File: src/reset_pin_pkg.sv
// constants for the reset pin state control block
package reset_pin_pkg;
   // mode select bit positions on the data bus
   localparam int unsigned BOOT_WIDTH_BIT = 0;
   localparam int unsigned CS_LOW_BIT     = 1;
   localparam int unsigned CS_MID_BIT     = 2;
   localparam int unsigned CS_HIGH_LSB    = 3;
   localparam int unsigned CS_HIGH_COUNT  = 5;
   localparam int unsigned PORTE_BIT      = 8;
   localparam int unsigned PORTF_BIT      = 9;
   localparam int unsigned DATA_WIDTH     = 16;
   // latched mode with all data lines pulled high (not used, mode_q keeps its value through reset), and reset values of the port direction and alternate registers
   localparam logic [15:0] MODE_RESET      = 16'hFFFF;
   localparam logic [7:0]  PORT_DIR_RESET  = 8'h00;
   localparam logic [7:0]  PORT_ALT_RESET  = 8'h00;
   // cycles from release to the first bus cycle, in output clock cycles
   localparam int unsigned FIRST_BUS_CYCLES = 10;
   localparam int unsigned CLK_PER_OUTCLK   = 1;
   localparam int unsigned START_DELAY      = FIRST_BUS_CYCLES * CLK_PER_OUTCLK;
   localparam logic [3:0]  START_COUNT      = 4'(START_DELAY);
endpackage

File: src/pin_sync.sv
// three-stage synchroniser for a pin bundle
`timescale 1ns/1ps
module pin_sync #(
   parameter int unsigned W = 1
) (
   // clock
   input  wire logic         clk,
   // pins
   input  wire logic [W-1:0] pinIn,
   // synchronised level, changes when stages two and three agree
   output logic      [W-1:0] pinOut
);
   logic [W-1:0] s1_q;
   logic [W-1:0] s2_q;
   logic [W-1:0] s3_q;

   always_ff @(posedge clk) begin
      s1_q <= pinIn;
      s2_q <= s1_q;
      s3_q <= s2_q;
   end

   always_ff @(posedge clk) begin
      for (int i = 0; i < W; i++) begin
         if (s2_q[i] == s3_q[i]) begin
            pinOut[i] <= s2_q[i];
         end
      end
   end
endmodule // pin_sync

File: src/reset_pin_state_control.sv
// pin role and drive state through system reset
`timescale 1ns/1ps
module reset_pin_state_control (
   // clock and reset
   input  wire logic        clk,
   input  wire logic        reset,
   // mode select pins sampled during reset
   input  wire logic [15:0] dataPinIn,
   input  wire logic        clockSourceSelectPin,
   // functional values from the rest of the chip
   input  wire logic [10:0] chipSelectFn,
   input  wire logic        bootSelectFn,
   input  wire logic        strobeOutFn,
   input  wire logic [7:0]  portDirWr,
   input  wire logic        portDirWe,
   input  wire logic [7:0]  portAltWr,
   input  wire logic        portAltWe,
   // integration module pins
   output logic [10:0] chipSelectN,
   output logic        bootChipSelectN,
   output logic        busPinOe,
   output logic        strobeOut,
   output logic        strobeOe,
   // latched mode
   output logic        bootWide,
   output logic [10:0] csAsAddress,
   output logic        portEMode,
   output logic        portFMode,
   output logic        clockSourceSelect,
   output logic        modeValid,
   output logic        exceptionStart,
   // module port pins
   output logic [7:0]  portOe,
   output logic [7:0]  portAlt
);
   typedef enum logic [1:0] {IN_RESET, LATCH, WAIT_START, RUN} phase_e;

   phase_e      phase_q;
   logic [15:0] dataSync;
   logic        clkSelSync;
   logic [15:0] mode_q;
   logic        clkSel_q;
   logic [3:0]  count_q;
   logic [7:0]  portDir_q;
   logic [7:0]  portAlt_q;
   logic        released;

   // data pins arrive from outside the clock domain
   pin_sync #(.W(17)) u_sync (
      .clk    (clk),
      .pinIn  ({clockSourceSelectPin, dataPinIn}),
      .pinOut ({clkSelSync, dataSync})
   );

   // reset phase: latch the mode first, then start exception processing
   always_ff @(posedge clk) begin
      if (reset) begin
         phase_q <= IN_RESET;
      end else begin
         unique case (phase_q)
            IN_RESET:   phase_q <= LATCH;
            LATCH:      phase_q <= WAIT_START;
            WAIT_START: if (count_q == 4'h0) phase_q <= RUN;
            RUN:        phase_q <= RUN;
         endcase
      end
   end

   // first bus cycle waits so mode drivers can let go of the data bus
   always_ff @(posedge clk) begin
      if (reset || phase_q != WAIT_START) begin
         count_q <= reset_pin_pkg::START_COUNT - 4'h1;
      end else if (count_q != 4'h0) begin
         count_q <= count_q - 4'h1;
      end
   end

   // sampled once at the release edge and held through reset until the next release
   always_ff @(posedge clk) begin
      if (reset) begin
         mode_q   <= mode_q;
         clkSel_q <= clkSel_q;
      end else if (phase_q == IN_RESET) begin
         mode_q   <= dataSync;
         clkSel_q <= clkSelSync;
      end
   end

   // port direction and alternate function cleared by reset
   always_ff @(posedge clk) begin
      if (reset) begin
         portDir_q <= reset_pin_pkg::PORT_DIR_RESET;
      end else if (portDirWe && phase_q == RUN) begin
         portDir_q <= portDirWr;
      end
   end

   always_ff @(posedge clk) begin
      if (reset) begin
         portAlt_q <= reset_pin_pkg::PORT_ALT_RESET;
      end else if (portAltWe && phase_q == RUN) begin
         portAlt_q <= portAltWr;
      end
   end

   assign released = (phase_q == WAIT_START) || (phase_q == RUN);

   // role decode: high chip selects turn to address from line 6 upward
   function automatic logic [10:0] addrDecode(input logic [15:0] m);
      logic [10:0] r;
      r = 11'h000;
      for (int i = 0; i < reset_pin_pkg::CS_HIGH_COUNT; i++) begin
         for (int j = 0; j <= i; j++) begin
            if (!m[reset_pin_pkg::CS_HIGH_LSB + i]) r[6 + j] = 1'b1;
         end
      end
      for (int k = 0; k < 3; k++) begin
         if (!m[reset_pin_pkg::CS_LOW_BIT]) r[k] = 1'b1;
         if (!m[reset_pin_pkg::CS_MID_BIT]) r[3 + k] = 1'b1;
      end
      return r;
   endfunction

   always_ff @(posedge clk) begin
      if (reset) begin
         bootWide          <= 1'b1;
         csAsAddress       <= 11'h000;
         portEMode         <= 1'b0;
         portFMode         <= 1'b0;
         clockSourceSelect <= 1'b1;
         modeValid         <= 1'b0;
      end else begin
         bootWide          <= mode_q[reset_pin_pkg::BOOT_WIDTH_BIT];
         csAsAddress       <= addrDecode(mode_q);
         portEMode         <= !mode_q[reset_pin_pkg::PORTE_BIT];
         portFMode         <= !mode_q[reset_pin_pkg::PORTF_BIT];
         clockSourceSelect <= clkSel_q;
         modeValid         <= released;
      end
   end

   // exception processing starts one cycle after the latch
   always_ff @(posedge clk) begin
      if (reset) begin
         exceptionStart <= 1'b0;
      end else begin
         exceptionStart <= (phase_q == LATCH);
      end
   end

   // pin drive: selects high in reset, boot select driven from bootSelectFn after release
   always_ff @(posedge clk) begin
      if (reset || !released) begin
         chipSelectN     <= 11'h7FF;
         bootChipSelectN <= 1'b1;
         busPinOe        <= 1'b0;
         strobeOe        <= 1'b0;
         strobeOut       <= 1'b1;
      end else begin
         chipSelectN     <= ~chipSelectFn | csAsAddress;
         bootChipSelectN <= ~bootSelectFn;
         busPinOe        <= (phase_q == RUN);
         strobeOe        <= !portEMode;
         strobeOut       <= strobeOutFn;
      end
   end

   // ports float unless software later sets a direction
   always_ff @(posedge clk) begin
      if (reset || !released) begin
         portOe  <= 8'h00;
         portAlt <= 8'h00;
      end else begin
         portOe  <= portDir_q;
         portAlt <= portAlt_q;
      end
   end

   a_cs_high_reset: assert property (@(posedge clk)
      reset |=> chipSelectN == 11'h7FF && bootChipSelectN)
      else $error("chip selects not high in reset");

   a_bus_float_reset: assert property (@(posedge clk)
      reset |=> !busPinOe && !strobeOe)
      else $error("bus pins driven in reset");

   a_port_input_reset: assert property (@(posedge clk)
      reset |=> portOe == 8'h00 && portAlt == 8'h00)
      else $error("ports not inputs in reset");

   a_dir_cleared: assert property (@(posedge clk)
      reset |=> portDir_q == 8'h00 && portAlt_q == 8'h00)
      else $error("direction not cleared");

   a_boot_low_after: assert property (@(posedge clk) disable iff (reset)
      $fell(reset) ##0 !reset[*3] |-> ##1 bootChipSelectN == !bootSelectFn)
      else $error("boot select wrong after release");

   a_latch_then_start: assert property (@(posedge clk) disable iff (reset)
      phase_q == LATCH |=> exceptionStart ##1 !exceptionStart)
      else $error("exception start out of order");

   a_mode_held: assert property (@(posedge clk) disable iff (reset)
      phase_q == RUN |=> $stable(mode_q) && $stable(csAsAddress) && $stable(bootWide))
      else $error("mode changed after latch");

   a_ports_float_after: assert property (@(posedge clk) disable iff (reset)
      phase_q == LATCH |=> portOe == 8'h00)
      else $error("ports not floating after release");

   a_portf_decode: assert property (@(posedge clk) disable iff (reset)
      phase_q == RUN |-> portFMode == !mode_q[reset_pin_pkg::PORTF_BIT])
      else $error("port f role mismatch");
endmodule // reset_pin_state_control

File: config.mk
export PLATFORM = sky130hd
export DESIGN_NAME = reset_pin_state_control
export DESIGN_NICKNAME = d
export VERILOG_FILES = /design/src/reset_pin_pkg.sv /design/src/pin_sync.sv /design/src/reset_pin_state_control.sv
export SDC_FILE = /design/constraint.sdc
export NUM_CORES = 1
export LEC_CHECK = 0
export BUFFER_PORTS_ARGS = -buffer_cell sky130_fd_sc_hd__clkbuf_2
export CORE_ASPECT_RATIO = 0.7
export CORE_MARGIN = 5
export CORE_UTILIZATION = 25
export DETAILED_ROUTE_END_ITERATION = 16
export PLACE_DENSITY_LB_ADDON = 0.2
export RECOVER_POWER = 100
export SYNTH_ARGS = -nofsm -noshare
export SYNTH_HDL_FRONTEND = slang
export SYNTH_SLANG_ARGS = --single-unit
File: constraint.sdc
create_clock -name clk -period 1.6 [get_ports clk]
set_input_delay 0.08 -clock clk [delete_from_list [all_inputs] [get_ports clk]]
set_output_delay 0.08 -clock clk [all_outputs]
set_load 0.005 [all_outputs]
Word-level counts from Yosys, hierarchy flattened
Index checks and enable logic that the tools add are counted.
W data, S select, Z words.
- add/sub/neg operators: 1
- multipliers: 0
- divide/modulo/power cells: 0
- $lt $le $gt $ge: 0
- equal/unequal tests: 16
- shift operators: 0
- muxes and demuxes: 19
- bitwise gates (word level): 4
- reduce and logical (&&, ||, !) cells: 13
- operator list (cell ; count):
    $mux W1 ; 17
    $eq A1 B1 Y1 ; 11
    $not A11 Y11 ; 1
    $or A11 B11 Y11 ; 1
    $pmux W2 S4 ; 1
    $eq A2 B2 Y1 const B ; 2
    $logic_not A1 Y1 ; 4
    $logic_not A4 Y1 ; 1
    $ne A2 B2 Y1 const B ; 2
    $reduce_bool A4 Y1 ; 1
    $sub A4 B1 Y4 const B ; 1
    $logic_or A1 B1 Y1 ; 3
    $eq A2 B1 Y1 const B ; 1
    $logic_and A1 B1 Y1 ; 2
    $logic_not A2 Y1 ; 1
    $mux W2 ; 1
    $not A1 Y1 ; 2
    $reduce_and A2 Y1 ; 1
- register bits: 143
- latch bits: 0
- RAM bits: 0
- memory bits (read-only): 0
- input bits: 50
- logic and storage cells: 87
- memories kept: 0

Depth between registers and ports, before layout
Gate-level depths: netlist of run 1.
- depth in word-level cells: 5
- mapped depth: 4
- mapped depth without buffers: 4

By module
A second synthesis of run 1 with hierarchy kept.
- cells, all modules: 279
- area, all modules: 4066.4 µm²
- modules (own cells, without submodules) (module ; times used ; cells each ; area each (µm²) ; seq. area each (µm²)):
    reset_pin_state_control ; 1 ; 194 ; 2386.0 ; 1651.6
    pin_sync ; 1 ; 85 ; 1680.4 ; 1531.5

Least setup slack after synthesis of run 1
OpenSTA, ideal clock, no wires.
- kind: flip-flop to flip-flop
- from: register phase_q[1]
- to: register clkSel_q, enable pin
- arrival: 1.300 ns
- setup slack: -0.093 ns
- stages on the path, launching flop included: 3
- path buffers: 1
- cell sequence: dfxtp_1 clkbuf_2 nor3_1
- longest elaborated chain between the ends: 2
- RTL lines (what ; RTL line ; RTL):
    start: declaration ; reset_pin_state_control.sv:38 ; phase_e phase_q;
    start signal: assignment ; reset_pin_state_control.sv:58 ; phase_q <= IN_RESET;
    start signal: assignment ; reset_pin_state_control.sv:61 ; IN_RESET: phase_q <= LATCH;
    start signal: assignment ; reset_pin_state_control.sv:62 ; LATCH: phase_q <= WAIT_START;
    $logic_not A2 Y1 ; reset_pin_state_control.sv:83 ; end else if (phase_q == IN_RESET) begin
    $reduce_and A2 Y1 (no source line) ; -- ;
    end signal: assignment ; reset_pin_state_control.sv:82 ; clkSel_q <= clkSel_q;
    end signal: assignment ; reset_pin_state_control.sv:85 ; clkSel_q <= clkSelSync;
    end: declaration ; reset_pin_state_control.sv:42 ; logic clkSel_q;
Every way passes these cells.
A chain may end at the register's enable or synchronous reset.

Worst setup path in the final report of run 1
- from: register count_q[0]
- to: register count_q[1]
- longest elaborated chain between the ends: 1
- elaborated cells between the ends (all ways): 2
- RTL lines (what ; RTL line ; RTL):
    start: declaration ; reset_pin_state_control.sv:43 ; logic [3:0] count_q;
    start signal: assignment ; reset_pin_state_control.sv:72 ; count_q <= reset_pin_pkg::START_COUNT - 4'h1;
    start signal: assignment ; reset_pin_state_control.sv:74 ; count_q <= count_q - 4'h1;
    $sub A4 B1 Y4 or $reduce_bool A4 Y1 (tied branches) ; reset_pin_state_control.sv:74, reset_pin_state_control.sv:73 ;
Parallel ways exist; a longest one is shown, timed or not.

==> impl_metrics.py, run 1 <==
metrics = {
    "outcome": {
        "status": "finished, final reports clean",
    },
    "grt": {
        "first_global_vias": 2383,
        "globalRoute.busiestLayer": "met2",
        "antenna_found_initial": 0,
        "use_met3_pct": 3.902,
        "overflow": 0,
        "grt_util_met1_pct": 9.757,
        "grt_max_degree": 35,
        "grt_usage_pct": 8.817,
        "use_met2_pct": 14.56,
        "grt_pass1_wl_um": 11680,
    },
    "place": {
        "gp_congestion": 0.6780,
        "hpwl_um": 4772,
        "dp_slack_ps": 127.0,
        "placed_area_mm2": 0.004327,
        "portBuffers": 91,
    },
    "sta": {
        "final.setup.tns_ps": 0,
        "whs_ps": 129.6,
        "fin_crit_sh_pct": 91.68,
        "fin_skew_ps": 10.55,
        "worst_slack_ps": 133.0,
        "slew_violations": 0,
        "layout_min_cycle_time_ps": 1467,
        "setup_viol": 0,
        "fmax_mhz": 681.7,
        "max_slew_margin_pct": 67.04,
        "hold_viol": 0,
        "worst_pin_slew_ps": 493.3,
        "rsz0062_at_grt": "false",
    },
    "setup_path": {
        "path_class": "reg -> reg",
        "end_kind": "flip-flop",
        "worst-path-max-fanout": 5,
        "cp.arrival_ps": 1760,
        "cp.required_ps": 1890,
        "startpoint_type": "flip-flop",
    },
    "layout": {
        "nets": 462,
        "drive_above_1_share_pct": 25.94,
        "layout_common_cells": "99 x dfxtp_1, 72 x clkbuf_2, 40 x dlygate4sd3_1",
        "diodes": 0,
        "syn_to_final_growth_pct": 43.08,
        "fill_cells": 1433,
        "fin_area_mm2": 0.005190,
        "final_common_cell": "dfxtp_1",
    },
    "route": {
        "drtPass1Iterations": 4,
        "first_iter_violations": 72,
        "drc": 0,
        "wl_per_cell_um": 11.43,
        "via_per_inst": 3.713,
        "routed_wl_um": 7018,
        "final_antenna_net_count": 0,
        "vias": 2280,
    },
    "synthesis": {
        "synth_edf_count": 22,
        "yosys_warnings": 0,
        "yosysSeqAreaShare_pct": 72.85,
        "syn-num-nets": 318,
        "ys_seq_elements": 121,
        "postSynthCellCount": 267,
        "avgSynthCellArea_um2": 13.59,
        "syn-cell-area_mm2": 0.003627,
        "synthFlopType": "dfxtp_1",
        "synth_cell_type_count": 31,
        "synthArstFlopShare_pct": 0,
    },
    "clock_network": {
        "clockRootBuffer": "clkbuf_16",
        "cts_tree": "built",
        "cts_resized": 0,
        "clock-sinks": 121,
        "clk_path_buf_depth": 2,
        "clkLatencyLatePin_ps": 400,
        "numCtsBuffers": 17,
        "postCtsHoldBufs": 40,
        "clk_pin_slew_ps": 60,
        "cts_setup_buffers": 0,
        "cts_htree_levels": 4,
    },
    "floorplanning": {
        "start_util_pct": 25.81,
        "dieHeight_um": 110.8,
        "die_area_mm2": 0.01706,
        "ios": 98,
        "die_w_um": 154.0,
        "rows": 36,
        "core-area_mm2": 0.01405,
    },
    "run": {
        "max-cap-violations": 0,
    },
    "power": {
        "power_density_mw_per_mm2": 1354,
        "p_leak_nw": 2.076,
        "irDropWorstVdd_v": 0.0005847,
        "total_power_mw": 7.029,
    },
    "worst_hold_path": {
        "min_path_type": "in -> reg",
    },
}
==> cell type report <==
cell class,count,area [um2],share of cell area [%]
Sequential cell,121,2643,50.92
Multi-Input combinational cell,127,890.9,17.16
Timing Repair Buffer,140,873.3,16.83
Clock buffer,18,429.2,8.269
Tap cell,190,237.7,4.581
Clock inverter,14,101.3,1.953
Inverter,4,15.01,0.2893
==> flip-flops by register name (all words and copies together) (netlist names), 10 cells and up <==
name / cells
u_sync.pinOut: 11
u_sync.s1_q: 11
chipSelectN: 11
u_sync.s2_q: 11
u_sync.s3_q: 11
mode_q: 10
==> worst paths after layout <==
check	startpoint	to	slack, ps	depth (start not counted)
setup reg to reg	count_q[0]	count_q[1]	130	4
setup / recovery	count_q[0]	count_q[1]	130	4
hold reg to reg	u_sync.s1_q[1]	u_sync.s2_q[1]	320	0
hold / removal	reset	csAsAddress[8]	130	3
==> worst max-delay path, cell delays in order, from the launching register on <==
cell	delay [ps]
dfxtp_1	330
inv_1	60
ha_1	190
or3b_4	420
a2111oi_2	360
==> cells by family (layout without fill, tap and decap cells) <==
family	after synthesis	in the layout	synth area share [%]
AO/OA/AOI/OAI	9	9	2.000
XOR/XNOR	11	11	2.656
adder cells (fa/ha/maj)	1	1	0.3449
buffers and inverters	19	176	2.587
flip-flops	121	121	72.85
multiplexers	17	17	4.691
AND/OR/NAND/NOR	89	89	14.87
==> per-stage QoR <==
stage               utilization, %  cells
floorplan                        -    267
global placement             30.79    542
detailed placement           30.79    542
CTS                          37.41    614
global route                 36.93    614
finish                       36.93    614
==> synthesized netlist by cell type (2+ instances only) <==
cell type	count	share of area [%]
nand2_1	7	0.72
mux2i_1	17	4.7
nor3b_1	2	0.41
nor2b_1	2	0.34
a31oi_1	2	0.34
nor3_1	2	0.28
buf_4	4	0.83
dfxtp_1	99	55
nand2b_1	35	6.0
edfxtp_1	22	18
or2_2	3	0.52
and2_1	16	2.8
a211oi_1	2	0.41
clkbuf_1	5	0.52
xnor2_1	11	2.7
inv_1	4	0.41
and3_1	2	0.34
buf_2	5	0.69
nor2_1	9	0.93
nor4b_1	2	0.48
nand3b_1	6	1.2
==> report_power, final <==
group	switching [mW]	total, mW	internal, mW
Combinational	0.149	0.358	0.210
Clock	1.36	3.33	1.98
Sequential	0.0719	3.34	3.26
Total	1.58	7.03	5.45
==> routing by layer <==
| layer | vias to the layer above | share of wire [%] |
|---|---|---|
| met2 | 44 | 50 |
| li1 | 1179 | - |
| met4 | 0 | 1.5 |
| met5 | - | 0 |
| met3 | 9 | 5.2 |
| met1 | 1048 | 44 |
No activity file was read; power rests on OpenSTA's default activity.
==> run 2, diff against run 1 <==
--- a/config.mk
+++ b/config.mk
@@ -8,8 +8,9 @@
 export BUFFER_PORTS_ARGS = -buffer_cell sky130_fd_sc_hd__clkbuf_2
 export CORE_ASPECT_RATIO = 0.7
 export CORE_MARGIN = 5
-export CORE_UTILIZATION = 25
+export CORE_UTILIZATION = 46
 export DETAILED_ROUTE_END_ITERATION = 16
+export GPL_TIMING_DRIVEN = 0
 export PLACE_DENSITY_LB_ADDON = 0.2
 export RECOVER_POWER = 100
 export SYNTH_ARGS = -nofsm -noshare
==> run 2 against run 1 <==
- combinational power up 8.9%
- sequential share of layout area decreased by 0.21 points
- cell count is 14% lower
- via count grew 1.6%
- flip-flop and latch count unchanged
- clock skew decreased by 5.5 ps
- setup slack lost 7.3 ps
- highest routed layer unchanged
==> impl_metrics.py, run 2 (synthesis results as in run 1) <==
metrics = {
    "outcome": {
        "status": "finished, final reports clean",
    },
    "grt": {
        "use_met3_pct": 5.403,
        "antenna_found_initial": 0,
        "overflow": 0,
        "use_met2_pct": 24.60,
        "grt_pass1_wl_um": 11390,
        "grt_usage_pct": 15.51,
        "first_global_vias": 2396,
        "grt_max_degree": 17,
        "grt_util_met1_pct": 17.79,
        "globalRoute.busiestLayer": "met2",
    },
    "setup_path": {
        "cp.required_ps": 1900,
        "cp.arrival_ps": 1770,
        "end_kind": "flip-flop",
        "r2r_cells": 4,
        "path_class": "reg -> reg",
        "startpoint_type": "flip-flop",
        "worst-r2r-setup-slack_ps": 130,
        "worst-path-max-fanout": 5,
    },
    "layout": {
        "nets": 469,
        "layout_common_cells": "99 x dfxtp_1, 70 x clkbuf_2, 41 x dlygate4sd3_1",
        "fill_cells": 593,
        "drive_above_1_share_pct": 25.12,
        "syn_to_final_growth_pct": 43.67,
        "final_core_util_pct": 67.07,
        "fin_area_mm2": 0.005211,
        "final_common_cell": "dfxtp_1",
        "diodes": 0,
    },
    "clock_network": {
        "clk_pin_slew_ps": 50,
        "clock-sinks": 121,
        "numCtsBuffers": 17,
        "clkLatencyLatePin_ps": 390,
        "cts_tree": "built",
        "clockRootBuffer": "clkbuf_16",
        "cts_setup_buffers": 0,
        "cts_htree_levels": 4,
        "clk_path_buf_depth": 2,
    },
    "place": {
        "dp_slack_ps": -275.5,
        "placed_area_mm2": 0.004214,
        "gp_congestion": 0.7069,
        "portBuffers": 91,
        "hpwl_um": 4350,
    },
    "route": {
        "via_per_inst": 4.362,
        "routed_wl_um": 6738,
        "drc": 0,
        "final_antenna_net_count": 0,
        "vias": 2316,
        "first_iter_violations": 82,
        "wl_per_cell_um": 12.69,
        "drtPass1Iterations": 4,
    },
    "sta": {
        "worst_slack_ps": 125.8,
        "hold_viol": 0,
        "slew_violations": 0,
        "worst_pin_slew_ps": 631.4,
        "final.setup.tns_ps": 0,
        "layout_min_cycle_time_ps": 1474,
        "fin_skew_ps": 5.002,
        "setup_viol": 0,
        "fmax_mhz": 678.3,
        "rsz0062_at_grt": "false",
        "whs_ps": 229.2,
        "max_slew_margin_pct": 57.91,
        "fin_crit_sh_pct": 92.14,
    },
    "floorplanning": {
        "die_area_mm2": 0.009790,
        "rows": 27,
        "die_w_um": 116.1,
        "ios": 98,
        "start_util_pct": 46.68,
        "core-area_mm2": 0.007770,
        "dieHeight_um": 84.30,
    },
    "power": {
        "switching_share_pct": 18.89,
        "p_leak_nw": 2.125,
        "p_sw_mw": 1.434,
        "power_density_mw_per_mm2": 1457,
        "irDropWorstVdd_v": 0.001055,
        "p_comb_share_pct": 5.1,
        "p_clk_share_pct": 51.0,
        "sequentialPowerShare_pct": 43.8,
        "power.internal_mw": 6.158,
    },
    "worst_hold_path": {
        "hold_depth": 3,
        "min_path_type": "in -> reg",
    },
    "run": {
        "max-cap-violations": 0,
    },
}
[run 2: cell type report]
type                            count  area (um2)  area share (%)
Buffer                             15       76.32           1.465
Inverter                            4       15.01          0.2881
Multi-Input combinational cell    127       902.1           17.31
Tap cell                          101       126.4           2.425
Sequential cell                   121        2643           50.71
Timing Repair Buffer              132       837.1           16.06
Clock buffer                       23       467.9           8.980
Clock inverter                      8       143.9           2.761
[run 2: power by group through the flow]
| stage | Sequential, mW | Combinational [mW] | Clock (mW) |
|---|---|---|---|
| 6_report | 3.33 | 0.390 | 3.87 |
| 5_1_grt | 3.34 | 0.434 | 4.12 |
| 4_1_cts | 3.33 | 0.398 | 3.95 |
| 3_5_place_dp | 3.39 | 0.314 | 0 |
| 3_3_place_gp | 3.38 | 0.308 | 0 |
| 2_1_floorplan | 3.38 | 0.171 | 0 |
[run 2: through the flow]
stage	std cells	power [mW]
global placement	459	3.691
floorplan	267	3.549
CTS	531	7.679
detailed placement	459	3.704
global route	531	7.899
finish	531	7.592
[run 2: final timing paths]
kind,from,to
worst max register to register,count_q[0],count_q[1]
worst min-delay path,reset,count_q[0]
worst min register to register,u_sync.s1_q[16],u_sync.s2_q[16]
worst max-delay path,count_q[0],count_q[1]
[run 2: repair_timing]
| item | 4_1_cts | 5_1_grt |
|---|---|---|
| endpoints found under the hold margin | 41 | 0 |
| hold buffers | 41 | 0 |
| setup endpoints to repair | 11 | 0 |
| gates resized for setup | 1 | 0 |
[run 2: layer usage]
layer | up-vias | routed length [um]
li1 | 1184 | -
met1 | 1052 | 2804
met2 | 64 | 3291
met3 | 16 | 479
met4 | 0 | 161
met5 | - | 0
[run 2: worst max-delay path: stages, from the launching register on]
cell and delay [ps]:
dfxtp_1 340, inv_1 70, ha_1 200, or3b_4 420, a2111oi_2 340
